### config.mk
export PLATFORM = sky130hd
export DESIGN_NAME = dss_supervisor
export DESIGN_NICKNAME = d
export VERILOG_FILES = /design/src/logic/dss_pkg.sv /design/src/logic/dss_supervisor.sv
export VERILOG_INCLUDE_DIRS = /design/src /design/src/logic
export SDC_FILE = /design/constraint.sdc
export NUM_CORES = 1
export LEC_CHECK = 0
export BUFFER_PORTS_ARGS = -buffer_cell sky130_fd_sc_hd__buf_2
export CAP_MARGIN = 20
export CORE_MARGIN = 4
export CORE_UTILIZATION = 59
export DETAILED_ROUTE_END_ITERATION = 10
export PLACE_DENSITY = 0.95
export SYNTH_ARGS = -nofsm -noshare
export SYNTH_HDL_FRONTEND = slang
export SYNTH_SLANG_ARGS = --single-unit
### constraint.sdc
create_clock -name ref_clk_in -period 6.3 [get_ports ref_clk_in]
set_input_delay 0.63 -clock ref_clk_in [delete_from_list [all_inputs] [get_ports ref_clk_in]]
set_output_delay 0.63 -clock ref_clk_in [all_outputs]
set_load 0.05 [all_outputs]
### src/logic/dss_cfg.svh
// Constants for the dual supply supervisor: clock rate, oscillator
// dividers, tick counts, select encodings and register map.
// Assumes a 50 MHz system clock and a 32-bit AXI4-Lite register bus.
`ifndef DSS_CFG_SVH
`define DSS_CFG_SVH
`define DSS_CLK_HZ    50000000
`define DSS_F_LO_HZ   200000
`define DSS_F_HI_HZ   300000
`define DSS_DIV_LO    (`DSS_CLK_HZ / `DSS_F_LO_HZ)
`define DSS_DIV_HI    (`DSS_CLK_HZ / `DSS_F_HI_HZ)
`define DSS_PG_TICKS  32000
`define DSS_UV_TICKS  6144
`define DSS_SS_TICKS  512
`define DSS_SS_STEPS  5
`define DSS_ORD_GND   2'h0
`define DSS_ORD_REF   2'h1
`define DSS_ORD_VL    2'h2
`define DSS_A_CTRL    32'h0000_0000
`define DSS_A_STATUS  32'h0000_0004
`define DSS_A_SOFT    32'h0000_0008
`define DSS_A_PGCNT   32'h0000_000c
`define DSS_CTRL_RST  2'h3
`define DSS_RESP_OK   2'h0
`define DSS_RESP_DEC  2'h3
`endif

### src/logic/dss_pkg.sv
// Types shared by the dual supply supervisor and its bench.
// Assumes dss_cfg.svh supplies the numeric constants.
package dss_pkg;
  typedef enum logic [1:0] {
    DSS_SHUT = 2'b00,
    DSS_STBY = 2'b01,
    DSS_RUN  = 2'b10
  } dss_mode_e;

  // Digital outcome of one rail's analog comparators
  typedef struct packed {
    logic in_reg;
    logic under;
    logic over;
    logic ilim;
  } dss_rail_s;

  typedef struct packed {
    logic [1:0] order_select;
    logic       shutdown_request_low;
    logic       master_or_low_rail_enable;
    logic       timing_or_high_rail_enable;
    logic       fixed_freq;
    logic       osc_sync;
    logic       internal_logic_supply;
    logic       battery_low;
  } dss_ctl_s;

  typedef struct packed {
    logic ov_protect_en;
    logic uv_protect_en;
  } dss_ctrl_s;

  typedef struct packed {
    logic [2:0] step_hi;
    logic [2:0] step_lo;
    logic       power_good;
    logic       ov_fault;
    logic       uv_fault;
    logic [1:0] low_side_drive;
    logic [1:0] rail_en;
    dss_mode_e  mode;
  } dss_status_s;
endpackage : dss_pkg

### src/logic/dss_supervisor.sv
// Supervisory logic for a two-rail switching regulator controller.
// Assumes comparator results and control pins arrive as plain levels
// and are resynchronised here; one 50 MHz clock, AXI4-Lite registers.
//
// The implementer's own choices: the register addresses and the AXI4-Lite slave port.
`timescale 1ns/10ps
`include "dss_cfg.svh"

// Operation
// Power-good low until outputs regulate
// Power-good after 32000 oscillator ticks
// Independent enables monitor only lower rail
// Undervoltage check armed 6144 ticks after enable
// Undervoltage latches both rails off, clamped
// Faults clear on shutdown, enable, battery
// Overvoltage latches both low-side drives high
// Low-side drive high when rail disabled; here only outside shutdown or with the logic supply
// Shutdown turns every block off
// Reference select gives independent rail enables
// Grounded select enables higher rail first
// Logic-supply select enables lower rail first
// Fixed frequency disables minimum-current comparator
// Fixed frequency sets reverse limit negative
// Frequency may stretch under overload, dropout
// Soft-start counters cleared when rail off
// Current limit steps five times to 512
// Independent soft-start logic per rail
// Sync selects rate; falling edge restarts cycle
// Current-limit trip turns high side off
// All inputs synchronised before use
// Power-good restarts on regulation loss, fault
module dss_supervisor #(
  parameter int PG_TICKS = `DSS_PG_TICKS, // Power-good delay in ticks
  parameter int UV_TICKS = `DSS_UV_TICKS  // Undervoltage arm delay
) (
  input  wire logic                     ref_clk_in,        // Clock
  input  wire logic                     srst_in,           // Sync reset
  input  wire dss_pkg::dss_ctl_s        ctl_in,            // Pins
  input  wire dss_pkg::dss_rail_s [1:0] rails_in,          // Comparators
  output logic [1:0]                    rail_en_out,       // Rail on
  output logic [1:0]                    low_side_drive_out,// Rectifier
  output logic [1:0]                    high_side_off_out, // Latch reset
  output logic [5:0]                    ilim_step_out,     // Hi, lo step
  output logic                          power_good_out,    // Power good
  output logic                          min_comp_off_out,  // No min comp
  output logic                          rev_limit_neg_out, // -100 mV
  output logic                          osc_tick_out,      // Osc pulse
  input  wire logic [31:0]              s_axi_awaddr,      // AW addr
  input  wire logic                     s_axi_awvalid,     // AW valid
  output logic                          s_axi_awready,     // AW ready
  input  wire logic [31:0]              s_axi_wdata,       // W data
  input  wire logic [3:0]               s_axi_wstrb,       // W strobes
  input  wire logic                     s_axi_wvalid,      // W valid
  output logic                          s_axi_wready,      // W ready
  output logic [1:0]                    s_axi_bresp,       // B resp
  output logic                          s_axi_bvalid,      // B valid
  input  wire logic                     s_axi_bready,      // B ready
  input  wire logic [31:0]              s_axi_araddr,      // AR addr
  input  wire logic                     s_axi_arvalid,     // AR valid
  output logic                          s_axi_arready,     // AR ready
  output logic [31:0]                   s_axi_rdata,       // R data
  output logic [1:0]                    s_axi_rresp,       // R resp
  output logic                          s_axi_rvalid,      // R valid
  input  wire logic                     s_axi_rready       // R ready
);
  import dss_pkg::*;

  localparam int         LO        = 0;
  localparam int         HI        = 1;
  localparam logic [14:0] PG_N     = 15'(PG_TICKS);
  localparam logic [12:0] UV_N     = 13'(UV_TICKS);
  localparam logic [9:0]  SS_N     = 10'(`DSS_SS_TICKS);
  localparam logic [2:0]  STEP_MAX = 3'(`DSS_SS_STEPS);
  localparam logic [7:0]  DIV_LO   = 8'(`DSS_DIV_LO - 1);
  localparam logic [7:0]  DIV_HI   = 8'(`DSS_DIV_HI - 1);

  // Limit reference steps in fifths of full scale
  function automatic logic [2:0] dss_ss_step(input logic [9:0] cnt);
    logic [12:0] prod;
    prod = 13'(cnt) * 13'(`DSS_SS_STEPS);
    if (cnt >= SS_N) begin
      dss_ss_step = STEP_MAX;
    end else begin
      dss_ss_step = 3'(prod / 13'(`DSS_SS_TICKS));
    end
  endfunction : dss_ss_step

  dss_ctl_s           ctl_meta_reg;
  dss_ctl_s           ctl_q;
  dss_rail_s [1:0]    rail_meta_reg;
  dss_rail_s [1:0]    rail_q;
  logic               sync_d_reg;
  logic               sync_fall;
  logic [7:0]         div_reg;
  logic               tick_reg;
  dss_mode_e          mode_reg;
  dss_mode_e          mode_next;
  logic [1:0]         req_en;
  logic [1:0]         rail_en_reg;
  logic [1:0]         dl_reg;
  logic [1:0]         hs_off_reg;
  logic [1:0]         under_v;
  logic [1:0]         over_v;
  logic [1:0]         uv_armed;
  logic [12:0]        uv_cnt_reg [2];
  logic [9:0]         ss_cnt_reg [2];
  logic [2:0]         step_reg [2];
  logic               uv_set;
  logic               ov_set;
  logic               fault_clr;
  logic               uv_fault_reg;
  logic               ov_fault_reg;
  logic               indep;
  logic               mon_ok;
  logic [14:0]        pg_cnt_reg;
  logic               pg_reg;
  logic               min_off_reg;
  logic               rev_neg_reg;
  dss_ctrl_s          ctrl_reg;
  dss_status_s        status;
  logic               aw_hold_reg;
  logic               w_hold_reg;
  logic [31:0]        awaddr_reg;
  logic [31:0]        wdata_reg;
  logic [3:0]         wstrb_reg;
  logic               aw_fire;
  logic               w_fire;
  logic               wr_go;
  logic [31:0]        wr_addr;
  logic [31:0]        wr_data;
  logic [3:0]         wr_strb;
  logic               wr_hit;
  logic               bvalid_reg;
  logic [1:0]         bresp_reg;
  logic               rvalid_reg;
  logic [1:0]         rresp_reg;
  logic [31:0]        rdata_reg;
  logic [31:0]        rd_mux;
  logic [1:0]         rd_resp;

  // Two-stage resynchronisers; the first stage feeds nothing else
  always_ff @(posedge ref_clk_in) begin
    if (srst_in) begin
      ctl_meta_reg  <= '0;
      ctl_q         <= '0;
      rail_meta_reg <= '0;
      rail_q        <= '0;
    end else begin
      ctl_meta_reg  <= ctl_in;
      ctl_q         <= ctl_meta_reg;
      rail_meta_reg <= rails_in;
      rail_q        <= rail_meta_reg;
    end
  end

  // Oscillator tick; an external falling edge restarts the period
  assign sync_fall = sync_d_reg & ~ctl_q.osc_sync;

  always_ff @(posedge ref_clk_in) begin
    if (srst_in) begin
      sync_d_reg <= 1'b0;
      div_reg    <= '0;
      tick_reg   <= 1'b0;
    end else begin
      sync_d_reg <= ctl_q.osc_sync;
      if (sync_fall || div_reg == '0) begin
        div_reg  <= ctl_q.osc_sync ? DIV_HI : DIV_LO;
        tick_reg <= 1'b1;
      end else begin
        div_reg  <= div_reg - 8'h01;
        tick_reg <= 1'b0;
      end
    end
  end

  // Mode decode; in the grounded and logic-supply orders the second rail waits for the first and the timing pin
  always_comb begin
    mode_next = DSS_STBY;
    req_en    = 2'b00;
    if (!ctl_q.shutdown_request_low) begin
      mode_next = DSS_SHUT;
    end else begin
      case (ctl_q.order_select)
        `DSS_ORD_REF: begin
          req_en[LO] = ctl_q.master_or_low_rail_enable;
          req_en[HI] = ctl_q.timing_or_high_rail_enable;
        end
        `DSS_ORD_GND: begin
          if (ctl_q.master_or_low_rail_enable) begin
            req_en[HI] = 1'b1;
            req_en[LO] = ctl_q.timing_or_high_rail_enable
                         & rail_en_reg[HI];
          end
        end
        `DSS_ORD_VL: begin
          if (ctl_q.master_or_low_rail_enable) begin
            req_en[LO] = 1'b1;
            req_en[HI] = ctl_q.timing_or_high_rail_enable
                         & rail_en_reg[LO];
          end
        end
        default: begin
          req_en = 2'b00;
        end
      endcase
      if (|req_en) begin
        mode_next = DSS_RUN;
      end
    end
  end

  always_ff @(posedge ref_clk_in) begin
    if (srst_in) begin
      mode_reg <= DSS_SHUT;
    end else begin
      mode_reg <= mode_next;
    end
  end

  // Fault latches; a new event outranks a clear in the same cycle
  always_comb begin
    for (int i = 0; i < 2; i++) begin
      under_v[i]  = rail_q[i].under;
      over_v[i]   = rail_q[i].over;
      uv_armed[i] = (uv_cnt_reg[i] == UV_N);
    end
  end

  assign uv_set    = ctrl_reg.uv_protect_en & |(uv_armed & under_v);
  assign ov_set    = ctrl_reg.ov_protect_en & |over_v;
  assign fault_clr = ~ctl_q.shutdown_request_low
                     | ~ctl_q.master_or_low_rail_enable
                     | ctl_q.battery_low;

  always_ff @(posedge ref_clk_in) begin
    if (srst_in) begin
      uv_fault_reg <= 1'b0;
      ov_fault_reg <= 1'b0;
    end else begin
      uv_fault_reg <= uv_set | (uv_fault_reg & ~fault_clr);
      ov_fault_reg <= ov_set | (ov_fault_reg & ~fault_clr);
    end
  end

  // Rail enables and drivers
  always_ff @(posedge ref_clk_in) begin
    if (srst_in) begin
      rail_en_reg <= 2'b00;
      dl_reg      <= 2'b00;
      hs_off_reg  <= 2'b11;
    end else begin
      for (int i = 0; i < 2; i++) begin
        rail_en_reg[i] <= req_en[i] & ~uv_fault_reg
                          & ~ov_fault_reg;
        // In shutdown without the logic supply only a latched fault can hold the gate high
        dl_reg[i] <= uv_fault_reg | ov_fault_reg
                     | (~rail_en_reg[i]
                        & ((mode_reg != DSS_SHUT)
                           | ctl_q.internal_logic_supply));
        hs_off_reg[i] <= ~rail_en_reg[i] | rail_q[i].ilim;
      end
    end
  end

  // Per-rail arm timers and soft-start counters
  always_ff @(posedge ref_clk_in) begin
    if (srst_in) begin
      for (int i = 0; i < 2; i++) begin
        uv_cnt_reg[i] <= '0;
        ss_cnt_reg[i] <= '0;
        step_reg[i]   <= '0;
      end
    end else begin
      for (int i = 0; i < 2; i++) begin
        if (!rail_en_reg[i]) begin
          uv_cnt_reg[i] <= '0;
          ss_cnt_reg[i] <= '0;
        end else if (tick_reg) begin
          if (uv_cnt_reg[i] != UV_N) begin
            uv_cnt_reg[i] <= uv_cnt_reg[i] + 13'h0001;
          end
          if (ss_cnt_reg[i] != SS_N) begin
            ss_cnt_reg[i] <= ss_cnt_reg[i] + 10'h001;
          end
        end
        step_reg[i] <= dss_ss_step(ss_cnt_reg[i]);
      end
    end
  end

  // Power-good monitor
  assign indep  = (ctl_q.order_select == `DSS_ORD_REF);
  assign mon_ok = (mode_reg == DSS_RUN) & ~uv_fault_reg & ~ov_fault_reg
                  & rail_en_reg[LO] & rail_q[LO].in_reg
                  & (indep | (rail_en_reg[HI]
                              & rail_q[HI].in_reg));

  always_ff @(posedge ref_clk_in) begin
    if (srst_in) begin
      pg_cnt_reg <= '0;
      pg_reg     <= 1'b0;
    end else begin
      if (!mon_ok) begin
        pg_cnt_reg <= '0;
      end else if (tick_reg && pg_cnt_reg != PG_N) begin
        pg_cnt_reg <= pg_cnt_reg + 15'h0001;
      end
      pg_reg <= mon_ok & (pg_cnt_reg == PG_N);
    end
  end

  // Overload and dropout stretching stay with the analog PWM loop
  always_ff @(posedge ref_clk_in) begin
    if (srst_in) begin
      min_off_reg <= 1'b0;
      rev_neg_reg <= 1'b0;
    end else begin
      min_off_reg <= ctl_q.fixed_freq;
      rev_neg_reg <= ctl_q.fixed_freq;
    end
  end

  // AXI4-Lite write path; address and data accepted in either order
  assign s_axi_awready = ~aw_hold_reg & ~bvalid_reg;
  assign s_axi_wready  = ~w_hold_reg & ~bvalid_reg;
  assign aw_fire = s_axi_awvalid & s_axi_awready;
  assign w_fire  = s_axi_wvalid & s_axi_wready;
  assign wr_addr = aw_hold_reg ? awaddr_reg : s_axi_awaddr;
  assign wr_data = w_hold_reg ? wdata_reg : s_axi_wdata;
  assign wr_strb = w_hold_reg ? wstrb_reg : s_axi_wstrb;
  assign wr_go   = (aw_hold_reg | aw_fire) & (w_hold_reg | w_fire)
                   & ~bvalid_reg;
  assign wr_hit  = (wr_addr == `DSS_A_CTRL) | (wr_addr == `DSS_A_STATUS)
                   | (wr_addr == `DSS_A_SOFT) | (wr_addr == `DSS_A_PGCNT);

  always_ff @(posedge ref_clk_in) begin
    if (srst_in) begin
      aw_hold_reg <= 1'b0;
      w_hold_reg  <= 1'b0;
      awaddr_reg  <= '0;
      wdata_reg   <= '0;
      wstrb_reg   <= '0;
    end else if (wr_go) begin
      aw_hold_reg <= 1'b0;
      w_hold_reg  <= 1'b0;
    end else begin
      if (aw_fire) begin
        aw_hold_reg <= 1'b1;
        awaddr_reg  <= s_axi_awaddr;
      end
      if (w_fire) begin
        w_hold_reg <= 1'b1;
        wdata_reg  <= s_axi_wdata;
        wstrb_reg  <= s_axi_wstrb;
      end
    end
  end

  always_ff @(posedge ref_clk_in) begin
    if (srst_in) begin
      bvalid_reg <= 1'b0;
      bresp_reg  <= `DSS_RESP_OK;
    end else if (wr_go) begin
      bvalid_reg <= 1'b1;
      bresp_reg  <= wr_hit ? `DSS_RESP_OK : `DSS_RESP_DEC;
    end else if (s_axi_bready) begin
      bvalid_reg <= 1'b0;
    end
  end

  // Protection enables; clearing one also disarms its latch source
  always_ff @(posedge ref_clk_in) begin
    if (srst_in) begin
      ctrl_reg <= dss_ctrl_s'(`DSS_CTRL_RST);
    end else if (wr_go && wr_addr == `DSS_A_CTRL && wr_strb[0]) begin
      ctrl_reg <= dss_ctrl_s'(wr_data[$bits(dss_ctrl_s)-1:0]);
    end
  end

  // Read path
  always_comb begin
    status.step_hi        = step_reg[HI];
    status.step_lo        = step_reg[LO];
    status.power_good     = pg_reg;
    status.ov_fault       = ov_fault_reg;
    status.uv_fault       = uv_fault_reg;
    status.low_side_drive = dl_reg;
    status.rail_en        = rail_en_reg;
    status.mode           = mode_reg;
    rd_resp               = `DSS_RESP_OK;
    case (s_axi_araddr)
      `DSS_A_CTRL:   rd_mux = 32'(ctrl_reg);
      `DSS_A_STATUS: rd_mux = 32'(status);
      `DSS_A_SOFT:   rd_mux = {6'h00, ss_cnt_reg[HI],
                               6'h00, ss_cnt_reg[LO]};
      `DSS_A_PGCNT:  rd_mux = 32'(pg_cnt_reg);
      default: begin
        rd_mux  = '0;
        rd_resp = `DSS_RESP_DEC;
      end
    endcase
  end

  assign s_axi_arready = ~rvalid_reg;

  always_ff @(posedge ref_clk_in) begin
    if (srst_in) begin
      rvalid_reg <= 1'b0;
      rdata_reg  <= '0;
      rresp_reg  <= `DSS_RESP_OK;
    end else if (s_axi_arvalid && !rvalid_reg) begin
      rvalid_reg <= 1'b1;
      rdata_reg  <= rd_mux;
      rresp_reg  <= rd_resp;
    end else if (s_axi_rready) begin
      rvalid_reg <= 1'b0;
    end
  end

  assign s_axi_bvalid       = bvalid_reg;
  assign s_axi_bresp        = bresp_reg;
  assign s_axi_rvalid       = rvalid_reg;
  assign s_axi_rdata        = rdata_reg;
  assign s_axi_rresp        = rresp_reg;
  assign rail_en_out        = rail_en_reg;
  assign low_side_drive_out = dl_reg;
  assign high_side_off_out  = hs_off_reg;
  assign ilim_step_out      = {step_reg[HI], step_reg[LO]};
  assign power_good_out     = pg_reg;
  assign min_comp_off_out   = min_off_reg;
  assign rev_limit_neg_out  = rev_neg_reg;
  assign osc_tick_out       = tick_reg;
endmodule : dss_supervisor

==> out/metrics.yaml <==
critical_path:
  crit_chain: "buf_4 > buf_4 > nor2b_1 > nand3_1 > nand2_1"
  worstSetupPathType: "in -> reg"
  r2r.worst_path.cells: 3
  start_kind: "input port"
  crit_top_cell: "buf_4"
  worstPathMaxFanout: 72
  arrival_ns: 3.12
  endpoint_kind: "register"
  crit_required_ns: 6.34
  rr_endpoint: "uv_cnt_reg[1][11]"
  slowest_stage: "buf_4"
  critPathMaxStageDelay_ns: 0.68
  worstReg2RegStart: "rail_en_out[1]"
  rrSetupSlack_ns: 3.66
timing:
  fmax_mhz: 324.8
  clock_skew_ns: 0.01255
  fin_setup_tns_ns: 0
  hold_violations: 0
  relSlewSlack_pct: 38.56
  setup_viol: 0
  tightest_slew_ns: 0.9194
  period_needed_ns: 3.079
  rsz0062_at_grt: "false"
  finalCritPeriodShare_pct: 48.87
  slew_violations: 0
floorplan:
  die_width_microns: 128.6
  ios: 181
  dieArea_sq_um: 16540
  initial_core_util_pct: 61.13
  die-height_microns: 128.6
  fp.coreArea_sq_um: 14040
  rows: 43
synthesis:
  synthCells: 903
  synth_fa_ha_area_share_pct: 5.684
  synth_compound_area_share_pct: 9.197
  yosysTopAreaCell: "dfxtp_1"
  synthSimpleGateAreaFrac_pct: 22.24
  synth.top_cells.by_count: "145 x dfxtp_1, 124 x nor2_1, 99 x nand2_1, 51 x a21oi_1, 46 x edfxtp_1"
  synth_seq_area_share_pct: 49.91
  synth_edf_count: 46
  synth_top_area_share_pct: 33.81
  async_flop_share_pct: 0
  synthTopCellsByArea: "dfxtp_1 34%, edfxtp_1 16%, ha_1 5.7%"
  synth_area_sq_um: 8584
  ys_types: 57
  synth-xor-area-share_pct: 6.122
  synth.avg_cell_area_sq_um: 9.507
  muxShareOfSynthArea_pct: 2.915
  synth_top_family_by_area: "simple AND/OR/NAND/NOR gates"
  yosysMostFrequentCell: "dfxtp_1"
  synth_ff_type: "dfxtp_1"
  yosysWarningCount: 0
  yosys_register_bits: 191
status:
  outcome: "complete, no violations"
detailed_routing:
  num_vias: 7083
  met2_length_microns: 10260
  viasPerCell: 5.820
  dr.pass1.iters: 5
  drt_iter0_markers: 481
  drtAntennaViolNets: 0
  met1_length_microns: 8054
  drt_wl_total_microns: 20400
  routed.top_layer: "met4"
  route.detailed.drc: 0
  wl_per_cell_microns: 16.76
  dr_wl_met3_microns: 1305
clock_tree:
  cts_tree: "yes"
  numCtsBuffers: 17
  post_cts_buffers: 0
  h-tree-depth: 4
  root_buffer: "clkbuf_16"
  clkSinkCount: 191
  clockBufferDepth: 2
  clk_pin_slew_worst_paths_ns: 0.07
  post_cts_resized: 0
  hold_buffers: 0
  clock_latency_ns: 0.44
global_route:
  grt_use_total_pct: 24.64
  grt_pass1_vias: 6974
  antenna_found_initial: 0
  grt_max_degree: 73
  grt_pass1_wl_microns: 32560
  overflow: 0
final_layout:
  fin_nets: 1187
  largest_reg_flops: 32
  antennaDiodeCount: 0
  drive_gt1_share_pct: 18.90
  nFillCells: 956
  area_delta_synth_final_pct: 15.84
pwr:
  swShare_pct: 25.88
  finalPower_mw: 2.641
  powerDensity_nw_per_um2: 265.6
  clockPowerShare_pct: 39.4
  power_switching_uw: 683.5
  power_frac_seq_pct: 50.8
  internal-power_mw: 1.957
  p_comb_share_pct: 9.8
  p_leak_nw: 4.118
  ir_drop_uv: 204.0
placement:
  gp_congestion: 0.8399
  hpwl_microns: 13520
  port_buffers: 140
min_path:
  min_to: "s_axi_rvalid"
  min_path_type: "in -> reg"
  hold_path_depth: 2
  min-delay-start: "s_axi_rready"
run:
  maxCapViolCount: 0
-- critical path: cells and delay by family --
| family | cells | cell delay, ns |
|---|---|---|
| buffers and inverters | 2 | 1.17 |
| and+or+nand+nor | 3 | 1.27 |
-- power by group through the flow --
stage	logic, mW	clock network [mW]	registers [mW]
after detailed placement	0.250	0	1.36
after global placement	0.240	0	1.36
after CTS	0.253	1.05	1.34
final	0.260	1.04	1.34
after floorplan	0.178	0	1.37
after global routing	0.283	1.10	1.35
-- cell usage in the layout, fill, tap and decap left out, types with 3 or more instances in the layout --
| master | count |
|---|---|
| a211oi_1 | 7 |
| inv_6 | 4 |
| a21oi_1 | 51 |
| nand4b_1 | 3 |
| clkinv_2 | 3 |
| buf_2 | 139 |
| or3_1 | 5 |
| mux2_2 | 12 |
| xnor2_1 | 30 |
| a21boi_0 | 3 |
| and3_1 | 14 |
| nor4b_1 | 5 |
| nand4_1 | 9 |
| nand2_1 | 99 |
| inv_1 | 29 |
| ha_1 | 39 |
| dfxtp_1 | 145 |
| a32oi_1 | 5 |
| nor2_1 | 124 |
| nand3_1 | 30 |
| and4_1 | 3 |
| buf_4 | 3 |
| a31oi_1 | 3 |
| a22o_1 | 8 |
| nor4_1 | 20 |
| edfxtp_1 | 46 |
| nor3_1 | 20 |
| clkbuf_16 | 18 |
| o21ai_0 | 7 |
| mux2i_1 | 7 |
| nor2b_1 | 41 |
| conb_1 | 7 |
| xor2_1 | 30 |
| a22oi_1 | 22 |
| nand2b_1 | 4 |
-- layer usage --
metal  up-vias  GRT usage [%]
met3        73          6.434
met5         -              0
li1       3374              -
met4         0          12.29
met2       289          41.37
met1      3347          29.35
-- cells by family after synthesis --
group | after synthesis
xor gates and xnor gates | 60
other | 1
muxes | 21
adders and majority gates | 39
DFF | 191
buffers and inverters | 77
and+or+nand+nor | 393
AOI/OAI and AO/OA | 121
-- per-stage QoR --
stage / area [sq um] / hold slack, ns / worst slack [ns] / utilization, % / cells
final: 9945 / 0.3733 / 3.221 / 70.82 / 1217
after floorplan: 8607 / 0.3863 / 4.136 / - / 909
after global routing: 9945 / 0.3748 / 2.955 / 70.82 / 1217
after detailed placement: 9318 / 0.4012 / 2.822 / 66.35 / 1182
after CTS: 9894 / 0.3649 / 3.266 / 70.46 / 1214
after global placement: 9318 / 0.3934 / 2.902 / 66.35 / 1182
-- layout make-up --
class	count	area (sq um)	share of cell area (%)
Sequential cell	191	4284	43.08
Multi-Input combinational cell	641	3989	40.11
Timing Repair Buffer	144	760.7	7.650
Clock buffer	20	478.0	4.806
Tap cell	180	225.2	2.265
Inverter	29	108.9	1.095
Clock inverter	12	98.84	0.9940
-- worst max-delay path by stage --
stage,startpoint,end,slack [ns],depth (start not counted)
global placement,srst_in,uv_cnt_reg[0][2],2.90,5
detailed placement,srst_in,uv_cnt_reg[0][5],2.82,5
finish,srst_in,uv_cnt_reg[0][0],3.22,5
CTS,srst_in,uv_cnt_reg[0][0],3.27,5
global route,srst_in,uv_cnt_reg[0][0],2.96,5
floorplan,srst_in,uv_cnt_reg[0][0],4.14,5
Power figures use the tool's default switching activity.
